### src/verilog/adc_ctrl_regs.svh
// Register map, field positions, reset values and codes of the ADC control.
`ifndef ADC_CTRL_REGS_SVH
`define ADC_CTRL_REGS_SVH

`define ADDR_CONTROL      32'hFFFF0500
`define ADDR_POS_SELECT   32'hFFFF0504
`define ADDR_NEG_SELECT   32'hFFFF0508
`define ADDR_BLOCK_STATUS 32'hFFFF0540

`define RESET_CONTROL     16'h0600
`define RESET_POS_SELECT  8'h00
`define RESET_NEG_SELECT  8'h01

`define CONTROL_WMASK     16'h1FBF
`define SELECT_WMASK      8'h1F

`define DIV_MSB           12
`define DIV_LSB           10
`define ACQ_MSB           9
`define ACQ_LSB           8
`define START_EN_BIT      7
`define POWER_BIT         5
`define MODE_MSB          4
`define MODE_LSB          3
`define TRIG_MSB          2
`define TRIG_LSB          0

`define DIV_MAX           3'h5
`define ACQ_MAX           2'h3
`define MODE_RESERVED     2'h3

`define TRIG_PIN          3'h0
`define TRIG_TIMER1       3'h1
`define TRIG_TIMER0       3'h2
`define TRIG_SW_SINGLE    3'h3
`define TRIG_SW_CONT      3'h4
`define TRIG_LOGIC_ARRAY  3'h5

`define CHAN_TEMP_SENSOR  5'h10

`endif

### src/verilog/adc_ctrl_pkg.sv
// Types shared by the ADC control logic.
package adc_ctrl_pkg;

    typedef enum logic [0:0] {
        CONV_IDLE,
        CONV_BUSY
    } conv_state_e;

endpackage

### src/verilog/sync2.sv
// Two-stage synchroniser for a level arriving from outside the clock domain.
`timescale 1ns/1ps
module sync2 (
    // Clock and reset.
    input  wire logic clock,
    input  wire logic nrst,
    // Level in and out.
    input  wire logic async_in,
    output logic      sync_out
);

    logic meta_q;

    always_ff @(posedge clock) begin
        if (!nrst) begin
            meta_q   <= 1'b0;
            sync_out <= 1'b0;
        end else begin
            meta_q   <= async_in;
            sync_out <= meta_q;
        end
    end

endmodule

### src/verilog/conv_clock_divider.sv
// Divider that makes the converter clock as a one-cycle enable pulse.
`timescale 1ns/1ps
`include "adc_ctrl_regs.svh"
module conv_clock_divider #(
    parameter int CNT_W = 5
) (
    // Clock and reset.
    input  wire logic       clock,
    input  wire logic       nrst,
    // Divide code, ratio is two to the power of the code.
    input  wire logic [2:0] div_sel,
    // Enable pulse at the divided rate.
    output logic            clk_en
);

    logic [CNT_W-1:0] cnt_q;
    logic [CNT_W-1:0] last;

    assign last = CNT_W'((1 << div_sel) - 1);

    always_ff @(posedge clock) begin
        if (!nrst) begin
            cnt_q  <= '0;
            clk_en <= 1'b0;
        end else if (cnt_q >= last) begin
            cnt_q  <= '0;
            clk_en <= 1'b1;
        end else begin
            cnt_q  <= cnt_q + 1'b1;
            clk_en <= 1'b0;
        end
    end
endmodule

### src/verilog/adc_control_registers.sv
// Register front end and conversion trigger control of the ADC.
//
// Our own choice: strobed register access.
`timescale 1ns/1ps
`include "adc_ctrl_regs.svh"

// Behaviour
// - Bits 12:10 divide the converter clock and bits 9:8 set acquisition.
// - A conversion may start only while start-enable bit 7 is set, except a restart of a running continuous sequence.
// - Clearing start-enable blocks new starts but not continuous conversion.
// - Power bit 5 set runs the converter, clear holds it powered down.
// - Bits 4:3 select the input mode, with code 11 reserved.
// - Bits 2:0 pick pin, timer 1, timer 0, continuous or array triggers.
// - Code 011 runs one conversion, then hardware rewrites the field to 000.
// - Positive select picks channel 0 to 15 or one of four internal nodes.
// - The 8-bit negative select resets to 0x01.
// - Negative select routes channels 0 to 15 or the internal reference.
// - The temperature channel forces acquisition 16 and divide by 32.
module adc_control_registers
    import adc_ctrl_pkg::*;
(
    // Clock and reset.
    input  wire logic        clock,
    input  wire logic        nrst,
    // Register port.
    input  wire logic [31:0] addr,
    input  wire logic [15:0] wdata,
    input  wire logic        wr,
    input  wire logic        rd,
    output logic      [15:0] rdata,
    // Trigger sources.
    input  wire logic        external_trigger_pin,
    input  wire logic        timer1_trigger,
    input  wire logic        timer0_trigger,
    input  wire logic        logic_array_trigger,
    // Converter side.
    input  wire logic        conv_done,
    output logic             conv_start,
    output logic             converter_power,
    output logic      [1:0]  input_mode,
    output logic      [4:0]  pos_channel,
    output logic      [4:0]  neg_channel,
    output logic      [2:0]  div_sel,
    output logic      [1:0]  acq_sel,
    output logic             converter_base_clock
);

    logic [15:0] ctrl_q;
    logic [7:0]  pos_q;
    logic [7:0]  neg_q;
    conv_state_e state_q;
    logic        cont_q;
    logic        single_q;
    logic        pin_sync;
    logic        pin_q;
    logic        tmr1_q;
    logic        tmr0_q;
    logic        pla_q;
    logic        trig_edge;
    logic        start_d;
    logic        cont_go;
    logic        mode_ok;
    logic [2:0]  trig;
    logic        wr_ctrl;
    logic        done_single;

    assign trig        = ctrl_q[`TRIG_MSB:`TRIG_LSB];
    assign wr_ctrl     = wr && addr == `ADDR_CONTROL;
    assign done_single = conv_done && state_q == CONV_BUSY && single_q;

    sync2 pin_sync_u (
        .clock    (clock),
        .nrst     (nrst),
        .async_in (external_trigger_pin),
        .sync_out (pin_sync)
    );

    // Edges are kept so that a held trigger level starts only once.
    always_ff @(posedge clock) begin
        if (!nrst) begin
            pin_q  <= 1'b0;
            tmr1_q <= 1'b0;
            tmr0_q <= 1'b0;
            pla_q  <= 1'b0;
        end else begin
            pin_q  <= pin_sync;
            tmr1_q <= timer1_trigger;
            tmr0_q <= timer0_trigger;
            pla_q  <= logic_array_trigger;
        end
    end

    always_comb begin
        case (trig)
            `TRIG_PIN:         trig_edge = pin_sync && !pin_q;
            `TRIG_TIMER1:      trig_edge = timer1_trigger && !tmr1_q;
            `TRIG_TIMER0:      trig_edge = timer0_trigger && !tmr0_q;
            `TRIG_SW_SINGLE:   trig_edge = !single_q;
            `TRIG_SW_CONT:     trig_edge = 1'b1;
            `TRIG_LOGIC_ARRAY: trig_edge = logic_array_trigger && !pla_q;
            default:           trig_edge = 1'b0;
        endcase
    end

    assign mode_ok = ctrl_q[`MODE_MSB:`MODE_LSB] != `MODE_RESERVED;
    // A running continuous sequence restarts without start-enable.
    assign cont_go = cont_q && trig == `TRIG_SW_CONT;
    assign start_d = state_q == CONV_IDLE && ctrl_q[`POWER_BIT] && mode_ok
                     && ((ctrl_q[`START_EN_BIT] && trig_edge)
                         || cont_go);

    always_ff @(posedge clock) begin
        if (!nrst) begin
            state_q    <= CONV_IDLE;
            conv_start <= 1'b0;
        end else begin
            conv_start <= start_d;
            case (state_q)
                CONV_IDLE: if (start_d) begin
                    state_q <= CONV_BUSY;
                end
                CONV_BUSY: if (conv_done || !ctrl_q[`POWER_BIT]) begin
                    state_q <= CONV_IDLE;
                end
                default: state_q <= CONV_IDLE;
            endcase
        end
    end

    always_ff @(posedge clock) begin
        if (!nrst) begin
            cont_q <= 1'b0;
        end else if (trig != `TRIG_SW_CONT || !ctrl_q[`POWER_BIT]
                     || !mode_ok) begin
            cont_q <= 1'b0;
        end else if (start_d) begin
            cont_q <= 1'b1;
        end
    end

    always_ff @(posedge clock) begin
        if (!nrst) begin
            single_q <= 1'b0;
        end else if (start_d && trig == `TRIG_SW_SINGLE) begin
            single_q <= 1'b1;
        end else if (done_single || state_q == CONV_IDLE) begin
            single_q <= 1'b0;
        end
    end

    // The hardware revert of the trigger field wins over a software write
    // in the same cycle, so the completed single conversion is never lost.
    always_ff @(posedge clock) begin
        if (!nrst) begin
            ctrl_q <= `RESET_CONTROL;
        end else begin
            if (wr_ctrl) begin
                ctrl_q <= wdata & `CONTROL_WMASK;
            end
            if (done_single) begin
                ctrl_q[`TRIG_MSB:`TRIG_LSB] <= `TRIG_PIN;
            end
        end
    end

    always_ff @(posedge clock) begin
        if (!nrst) begin
            pos_q <= `RESET_POS_SELECT;
            neg_q <= `RESET_NEG_SELECT;
        end else if (wr && addr == `ADDR_POS_SELECT) begin
            pos_q <= wdata[7:0] & `SELECT_WMASK;
        end else if (wr && addr == `ADDR_NEG_SELECT) begin
            neg_q <= wdata[7:0] & `SELECT_WMASK;
        end
    end

    always_ff @(posedge clock) begin
        if (!nrst) begin
            rdata <= 16'h0000;
        end else if (rd) begin
            case (addr)
                `ADDR_CONTROL:      rdata <= ctrl_q;
                `ADDR_POS_SELECT:   rdata <= {8'h00, pos_q};
                `ADDR_NEG_SELECT:   rdata <= {8'h00, neg_q};
                `ADDR_BLOCK_STATUS: rdata <= {13'h0, single_q, cont_q,
                                              state_q == CONV_BUSY};
                default:            rdata <= 16'h0000;
            endcase
        end else begin
            rdata <= 16'h0000;
        end
    end

    // Settings go out registered; temperature readings override the timing.
    always_ff @(posedge clock) begin
        if (!nrst) begin
            converter_power <= 1'b0;
            input_mode      <= 2'h0;
            pos_channel     <= 5'h00;
            neg_channel     <= 5'h01;
            div_sel         <= 3'h1;
            acq_sel         <= 2'h2;
        end else begin
            converter_power <= ctrl_q[`POWER_BIT];
            input_mode      <= ctrl_q[`MODE_MSB:`MODE_LSB];
            pos_channel     <= pos_q[4:0];
            neg_channel     <= neg_q[4:0];
            if (pos_q[4:0] == `CHAN_TEMP_SENSOR) begin
                div_sel <= `DIV_MAX;
                acq_sel <= `ACQ_MAX;
            end else begin
                // Reserved divide codes are clamped to the slowest rate.
                if (ctrl_q[`DIV_MSB:`DIV_LSB] > `DIV_MAX) begin
                    div_sel <= `DIV_MAX;
                end else begin
                    div_sel <= ctrl_q[`DIV_MSB:`DIV_LSB];
                end
                acq_sel <= ctrl_q[`ACQ_MSB:`ACQ_LSB];
            end
        end
    end

    conv_clock_divider #(
        .CNT_W (5)
    ) divider_u (
        .clock   (clock),
        .nrst    (nrst),
        .div_sel (div_sel),
        .clk_en  (converter_base_clock)
    );
endmodule

### config.mk
export PLATFORM = sky130hd
export DESIGN_NAME = adc_control_registers
export DESIGN_NICKNAME = d
export VERILOG_FILES = /design/src/verilog/adc_ctrl_pkg.sv /design/src/verilog/sync2.sv /design/src/verilog/conv_clock_divider.sv /design/src/verilog/adc_control_registers.sv
export VERILOG_INCLUDE_DIRS = /design/src /design/src/verilog
export SDC_FILE = /design/constraint.sdc
export NUM_CORES = 1
export LEC_CHECK = 0
export CAP_MARGIN = 5
export CORE_MARGIN = 3
export CORE_UTILIZATION = 43
export CTS_BUF_LIST = sky130_fd_sc_hd__clkbuf_8 sky130_fd_sc_hd__clkbuf_16
export DETAILED_ROUTE_END_ITERATION = 8
export DONT_BUFFER_PORTS = 1
export RECOVER_POWER = 50
export SLEW_MARGIN = 20
export SYNTH_ARGS = -nofsm -noshare
export SYNTH_HDL_FRONTEND = slang
export SYNTH_HIERARCHICAL = 1
export SYNTH_SLANG_ARGS = --single-unit
### constraint.sdc
create_clock -name clock -period 5 [get_ports clock]
set_clock_uncertainty 0.2 [all_clocks]
set_input_delay 1 -clock clock [delete_from_list [all_inputs] [get_ports clock]]
set_output_delay 1 -clock clock [all_outputs]
set_load 0.01 [all_outputs]
Word-level counts from Yosys, hierarchy flattened
Cells that the tools add are included.
- add/subtract/negate cells: 2
- multiply operators: 0
- div/mod/pow operators: 0
- order comparisons: 2
- equality and inequality tests: 12
- shift-type cells: 1
- multiplexer cells: 11
- bitwise operators: 3
- reductions and logical operators: 36
- operator list (kind ; count):
    $eq 32x32->1 const B ; 4
    $pmux 13 s4 ; 1
    $logic_and 1x1->1 ; 15
    $reduce_or 2->1 ; 4
    $logic_not 1->1 ; 7
    $eq 3x2->1 const B ; 2
    $eq 3x3->1 const B ; 2
    $mux 1 ; 6
    $mux 3 ; 2
    $pmux 1 s6 ; 1
    $add 5x1->5 const B ; 1
    $eq 5x5->1 const B ; 1
    $ge 5x5->1 ; 1
    $logic_or 1x1->1 ; 5
    $shl 1x3->5 const A ; 1
    $sub 5x2->5 const B ; 1
    $reduce_and 2->1 ; 2
    $eq 3x1->1 const B ; 1
    $gt 3x3->1 const B ; 1
    $logic_not 3->1 ; 1
    $ne 3x3->1 const B ; 1
    $not 1->1 ; 3
    $reduce_or 3->1 ; 1
    $ne 2x2->1 const B ; 1
    2 further kinds ; 2
- flip-flop bits (word level): 72
- latch bits: 0
- bits in writable memories: 0
- ROM bits: 0
- bits of input ports: 57
- output and inout bits: 36
- logic and storage cells: 92
- memories: 0

Logic depth before layout (Yosys ltp)
Gate-level depths: netlist of run 1.
- depth in word-level cells: 8
- mapped depth: 5
- mapped depth without buffers: 5

Modules after synthesis
Netlist of run 1, hierarchy kept.
- by module, submodules not included (module ; instances ; cells an instance ; area each (um2) ; seq. area each (um2)):
    adc_control_registers ; 1 ; 251 ; 2368.5 ; 1201.2
    conv_clock_divider ; 1 ; 38 ; 346.6 ; 120.1
    sync2 ; 1 ; 4 ; 52.6 ; 40.0

Worst setup path before layout of run 1
No wires, ideal clock.
- kind: input -> register
- from: input addr[13]
- to: register neg_q[0]
- library setup time: 0.121 ns
- arrival: 2.390 ns
- required time: 4.679 ns
- path slack: 2.288 ns
- stages on the path: 4
- path buffers: 0
- path through: nor4_2 nand4_4 nor4_4 mux2_4
- longest elaborated chain between the ends: 4
- elaborated cells between the ends (all ways): 6
- those cells by class: eq/ne: 2; bitwise: 1; reduce/logical: 3
- ends and longest elaborated chain (element ; line ; RTL):
    start: declaration ; adc_control_registers.sv:26 ; input wire logic [31:0] addr,
    $eq 32x32->1 ; n/a ;
    $logic_and 1x1->1 (no source line) ; n/a ;
    $not 1->1 (no source line) ; n/a ;
    $reduce_and 2->1 (no source line) (*) ; n/a ;
    end signal: assignment ; adc_control_registers.sv:169 ; neg_q <= `RESET_NEG_SELECT;
    end signal: assignment ; adc_control_registers.sv:173 ; neg_q <= wdata[7:0] & `SELECT_WMASK;
    end: declaration ; adc_control_registers.sv:50 ; logic [7:0] neg_q;
Every way passes the cells marked *; elsewhere a longest branch is shown, timed or not.
A chain may end at the register's enable or synchronous reset.

Worst setup path after layout of run 1
- from: input addr[5]
- to: register neg_q[0]
The elaborated chain is that of the path after synthesis.

==> results of run 1 <==
==> metal layers <==
metal | share of wire, % | vias up | track usage (%) | wire (um)
met1 | 44 | 916 | 22.00 | 2592
met4 | 1.6 | 0 | 7.365 | 93
met5 | 0 | - | 0 | 0
met3 | 9.8 | 9 | 5.418 | 581
li1 | - | 1017 | - | -
met2 | 45 | 91 | 25.02 | 2670
==> power breakdown <==
part | leakage [nW] | switching [mW] | internal, mW
sequential | 0.550 | 0.00955 | 0.554
clock | 0.0983 | 0.206 | 0.243
combinational | 0.616 | 0.0367 | 0.0272
==> critical path, stage by stage <==
cell	delay, ps
nor4_1	540
nand2_1	200
nor4_4	550
mux2_4	340
==> sequential cells by signal, summed over array words and instances (netlist names), 2 cells and up <==
signal,count
divider_u/cnt_q,5
neg_channel,5
input_mode,2
div_sel,3
rdata,12
neg_q,5
ctrl_q,12
acq_sel,2
pos_channel,5
pos_q,5
==> layout by cell type, fill, tap and decap left out, types with 6 or more instances in the layout <==
cell type and count:
a21oi_1 11, nand3_1 7, nor2_1 17, nor3_1 9, dfxtp_1 68, inv_1 26
nand2_1 38, nand4_1 8, ha_1 6, clkbuf_8 10, mux2i_1 17
==> cell families after synthesis <==
family | Yosys count | synth area share [%]
other | 1 | 0.1355
XOR/XNOR | 3 | 0.9495
AO/OA/AOI/OAI | 35 | 8.363
adder cells (fa/ha/maj) | 7 | 3.074
multiplexers | 20 | 7.504
flip-flops | 68 | 49.19
buffers and inverters | 37 | 5.651
AND/OR/NAND/NOR | 122 | 25.14
==> worst paths after layout <==
check | end | slack (ps) | cells past startpoint
worst min register to register | rdata[8]$_SDFF_PN0_ | 250 | 2
worst max-delay path | neg_q[0]$_SDFFE_PN1P_ | 2390 | 4
worst min-delay path | rdata[8]$_SDFF_PN0_ | 250 | 2
worst max register to register | divider_u/cnt_q[3]$_SDFF_PP0_ | 3040 | 5
==> through the flow <==
| stage | utilization, % | std cells |
|---|---|---|
| after floorplan | - | 296 |
| after global placement | 46.43 | 360 |
| after detailed placement | 46.43 | 360 |
| after CTS | 49.75 | 376 |
| after global routing | 49.65 | 376 |
| final | 49.65 | 376 |
==> area by class of cell <==
class / count / area share, %
Sequential cell: 68 / 45.24
Multi-Input combinational cell: 191 / 41.70
Clock buffer: 10 / 4.574
Inverter: 26 / 3.243
Tap cell: 75 / 3.118
Clock inverter: 6 / 2.121
==> results.txt, run 1 <==
GRT Util Overall -> 16.69%
Worst setup EP type -> flip-flop
Die area -> 7435 um2
Skew-Pair Late Insertion Delay -> 330 ps
Post-synth EDFFs -> 0
GR Overflow Total -> 0
Area leader, netlist -> dfxtp_1
# hold bufs at CTS -> 0
Via count -> 2033
Critical Path AT -> 2630 ps
Avg WL per Cell -> 15.79 um
Pwr Total -> 1.076 mW
Final Max Tran Viols -> 0
Pre-antenna DRT Iters -> 4
FMAX -> 383.5 MHz
Storage element area -> 1361 um2
Antenna-violating nets left -> 0
Standard-cell row count -> 28
Root buffer cell -> clkbuf_8
Status -> finished, final reports clean
Max_slew headroom -> 37.86%
Yosys warns -> 6
Io pins -> 93
Seq/Total Area, Yosys -> 49.19%
Syn Area/Cell -> 9.446 um2
Setup ws final -> 2393 ps
Tcrit/Tclk final -> 52.15%
Top cell types by occurrence after synthesis -> dfxtp_1 (68), nand2_1 (38), inv_1 (26)
Max Fanout on Critical Path -> 5
Clock transition at the registers of the reported paths -> 70 ps
Final #Nets -> 359
Gpl congestion -> 0.7916
Worst slew pin tran -> 925.0 ps
Yosys cell types -> 54
Die Span Y -> 86.23 um
First-pass GRT wire length -> 9673 um
Post-CTS setup buffers -> 0
RSZ-0062 raised after global routing -> no
Finished Cell Area -> 3009 um2
Crit path time final -> 2607 ps
CTS tree -> yes
Post-cts sizing count -> 0
Die outline width -> 86.23 um
1st-iter DRT viols -> 116
Max-cap violations -> 0
Worst EP required -> 5030 ps
Hold path start -> ctrl_q[8]$_SDFFE_PN0P_
Startpoint Class -> input pin
Multi-input logic area -> 1255 um2
Clock Path Buffers -> 2
Hold WS -> 253.3 ps
Critical R2R Launch -> div_sel[2]$_SDFF_PN0_
Setup CP Type -> in2reg
Area grow syn2layout -> 8.725%
Clock Sinks -> 68
Fraction of registers with async set/reset -> 0%
H-Tree Level Count -> 3
Vias/cell -> 5.407
Endpoints failing setup -> 0
Most common cell in the netlist -> dfxtp_1
Core area -> 6061 um2
Number of global-route vias before repair -> 1978
Initial Utilization -> 45.66%
Setup WS pre-CTS -> 2052 ps
Synth Register Bits -> 68
DRC Markers -> 0
Port Buffers -> 0
Maximum VDD drop -> 272.2 uV
Leakage -> 1.264 nW
Pwr dens -> 357.5 nW/um2
Most used DFF post-synth -> dfxtp_1
Drt total wl -> 5937 um
Antenna cells -> 0
Initial antenna violation count -> 0
Worst min-delay path class -> reg2reg
Synth top area cells -> dfxtp_1 (49%), mux2i_1 (6.1%), nand2_1 (5.2%)
Post-DP HPWL -> 4444 um
CP startpoint -> addr[5]
Inserted Clock Buffers -> 9
Final Hold Fails -> 0
Share of cells above drive strength 1 -> 9.967%
Pin count of the biggest net entering global routing -> 43
Mapped Cells -> 293
Number of fill cells -> 590
TNS Setup -> 0 ps
Syn Std Cell Area -> 2768 um2
Synth top area share -> 49.19%
Placed Area -> 2814 um2
Note: power is estimated with default switching activity, not from simulation.
==> inputs of run 2 (changes only) <==
==> constraint.sdc (replaced) <==
create_clock -name clock -period 2.3 [get_ports clock]
set_clock_uncertainty 0.2 [all_clocks]
set_input_delay 0.46 -clock clock [delete_from_list [all_inputs] [get_ports clock]]
set_output_delay 0.46 -clock clock [all_outputs]
set_load 0.01 [all_outputs]
==> run 2 against run 1 <==
Net effect:
- sequential share of layout area fell by 1.7 points
- critical endpoint is now single_q$_SDFFE_PN0P_
- design area rose by 3.9%
- sequential cell count did not move
- register-to-register slack got worse by 2600 ps
- global-route usage rose by 0.65 points
- die area did not move
==> results.txt, run 2 (synthesis results as in run 1) <==
Vias/cell -> 5.436 (+0.54%)
Avg WL per Cell -> 16.09 um (+1.9%)
Status -> finished, final reports clean
Via count -> 2082 (+2.4%)
Endpoints failing setup -> 0 (unchanged)
Initial antenna violation count -> 0 (unchanged)
Final Hold Fails -> 0 (unchanged)
TNS Setup -> 0 ps (unchanged)
Worst Hold End -> tmr0_q$_SDFF_PN0_
Initial Utilization -> 45.66% (unchanged)
DRC Markers -> 0 (unchanged)
Pre-antenna DRT Iters -> 4 (unchanged)
Setup WS pre-CTS -> 130.6 ps (-1922 ps)
Post-Layout Cell Count -> 383 (+1.9%)
Die Span Y -> 86.23 um (unchanged)
Pwr dens -> 815.1 nW/um2 (+130%)
Biggest registers after layout -> ctrl_q: 12 flops, rdata: 12 flops
Skew-Pair Late Insertion Delay -> 340 ps (about the same)
Multi-input logic area -> 1261 um2 (+0.50%)
RSZ-0062 raised after global routing -> no
Post-DP HPWL -> 4529 um (+1.9%)
Gpl congestion -> 0.7699 (-2.7%)
Clock transition at the registers of the reported paths -> 70 ps (about the same)
Most frequent cells in the layout -> dfxtp_1 (68), nand2_1 (38), inv_1 (27), nor2_1 (17), mux2i_1 (17)
Antenna-violating nets left -> 0 (unchanged)
Die outline width -> 86.23 um (unchanged)
Root buffer cell -> clkbuf_8
Final Max Tran Viols -> 0 (unchanged)
Max Fanout on Critical Path -> 4 (-1)
GR Overflow Total -> 0 (unchanged)
Number of global-route vias before repair -> 1980 (+0.10%)
Area grow syn2layout -> 13.02%
GRT Util Overall -> 17.35% (+0.65 points)
Tcrit/Tclk final -> 80.45%
R2R Path End -> single_q$_SDFFE_PN0P_
Die area -> 7435 um2 (unchanged)
# placed instances -> 367 (+1.9%)
Flop-to-flop setup slack -> 450 ps (-2590 ps)
First-pass GRT wire length -> 9791 um (+1.2%)
Crit path time final -> 1850 ps
Worst EP required -> 2370 ps (-2660 ps)
Worst setup EP type -> flip-flop
Share of cells above drive strength 1 -> 11.69% (+1.7 points)
Core area -> 6061 um2 (unchanged)
Final #Nets -> 367 (+2.2%)
Io pins -> 93 (unchanged)
Hold path depth -> 1 (-1)
Critical R2R Launch -> ctrl_q[5]$_SDFFE_PN0P_
Drt total wl -> 6162 um (+3.8%)
H-Tree Level Count -> 3 (unchanged)
Worst min-delay path class -> in2reg
Hold path start -> timer0_trigger
Standard-cell row count -> 28 (unchanged)
Setup ws final -> 449.6 ps (-1943 ps)
Leakage -> 1.335 nW (+5.6%)
Number of fill cells -> 554 (-6.1%)
Worst-case reg-to-reg path depth -> 4 (-1)
Setup CP Type -> reg2reg
Clock Path Buffers -> 2 (unchanged)
Max-cap violations -> 0 (unchanged)
Startpoint Class -> flip-flop
Maximum VDD drop -> 527.0 uV (+94%)
Inserted Clock Buffers -> 9 (unchanged)
Most common cell after layout, fill and taps aside -> dfxtp_1
Clock Sinks -> 68 (unchanged)
Storage element area -> 1361 um2 (unchanged)
FMAX -> 540.4 MHz
1st-iter DRT viols -> 129 (+11%)
Pin count of the biggest net entering global routing -> 42 (-2.3%)
CTS tree -> yes
Antenna cells -> 0 (unchanged)
Worst slew pin tran -> 514.4 ps (-410.6 ps)
Max_slew headroom -> 65.22% (+27 points)
Port Buffers -> 0 (unchanged)
Critical Path AT -> 1920 ps (-710 ps)
Pwr Total -> 2.550 mW (+140%)
-- run 2: changes by cell type in the layout (fill, tap and decap cells not counted), sizes merged --
cell	change
dlygate4sd3	+1
clkinvlp	-1
clkinv	-3
buf	+7
inv	+1
bufinv	+2
-- run 2: report_power, final --
part	switching, mW	leakage (nW)	internal (mW)	total, mW
combinational	0.0830	0.665	0.0682	0.151
sequential	0.0206	0.550	1.20	1.22
clock	0.434	0.120	0.740	1.17
-- run 2: critical path, stage by stage, from the launching register on --
cell and delay (ps):
dfxtp_1 370, nor2b_1 210, and3_1 250, or4b_2 600, a21oi_1 150
-- run 2: through the flow --
step           hold slack, ps  util [%]  cell area [um2]
2_1_floorplan           205.7         -             2779
4_1_cts                 31.21     51.61             3128
3_3_place_gp            231.3     47.50             2879
6_report                49.96     51.61             3128
5_1_grt                 33.35     51.61             3128
3_5_place_dp            236.3     47.50             2879
-- run 2: worst max path at each step --
stage	end	cells after the start	slack, ps	start
after floorplan	neg_q[0]$_SDFFE_PN1P_	4	130	addr[13]
after global placement	neg_q[3]$_SDFFE_PN0P_	5	150	addr[1]
after detailed placement	neg_q[3]$_SDFFE_PN0P_	5	130	addr[1]
after CTS	single_q$_SDFFE_PN0P_	4	450	ctrl_q[5]$_SDFFE_PN0P_
after global routing	single_q$_SDFFE_PN0P_	4	300	ctrl_q[5]$_SDFFE_PN0P_
final	single_q$_SDFFE_PN0P_	4	450	ctrl_q[5]$_SDFFE_PN0P_
-- run 2: area by class of cell --
class / instances / area share [%]
inverters: 26 / 3.120
well taps: 75 / 3.000
repair buffers: 8 / 2.400
clock buffers: 10 / 4.400
flip-flops and latches: 68 / 43.52
clock inverters: 5 / 3.240
multi-input cells: 191 / 40.32
-- run 2: routing by layer --
layer	vias to the layer above	routed length [um]	GRT usage, %
li1	1030	-	-
met1	959	2847	23.36
met2	79	2679	24.60
met3	14	495	5.323
met4	0	140	9.773
met5	-	0	0
-- run 2: what timing repair did --
item | in CTS | in global routing
hold endpoints to repair | 2 | 0
gates resized for setup | 0 | 0
setup endpoints to repair | 0 | 0
hold buffers | 1 | 0
setup buffers | 0 | 0
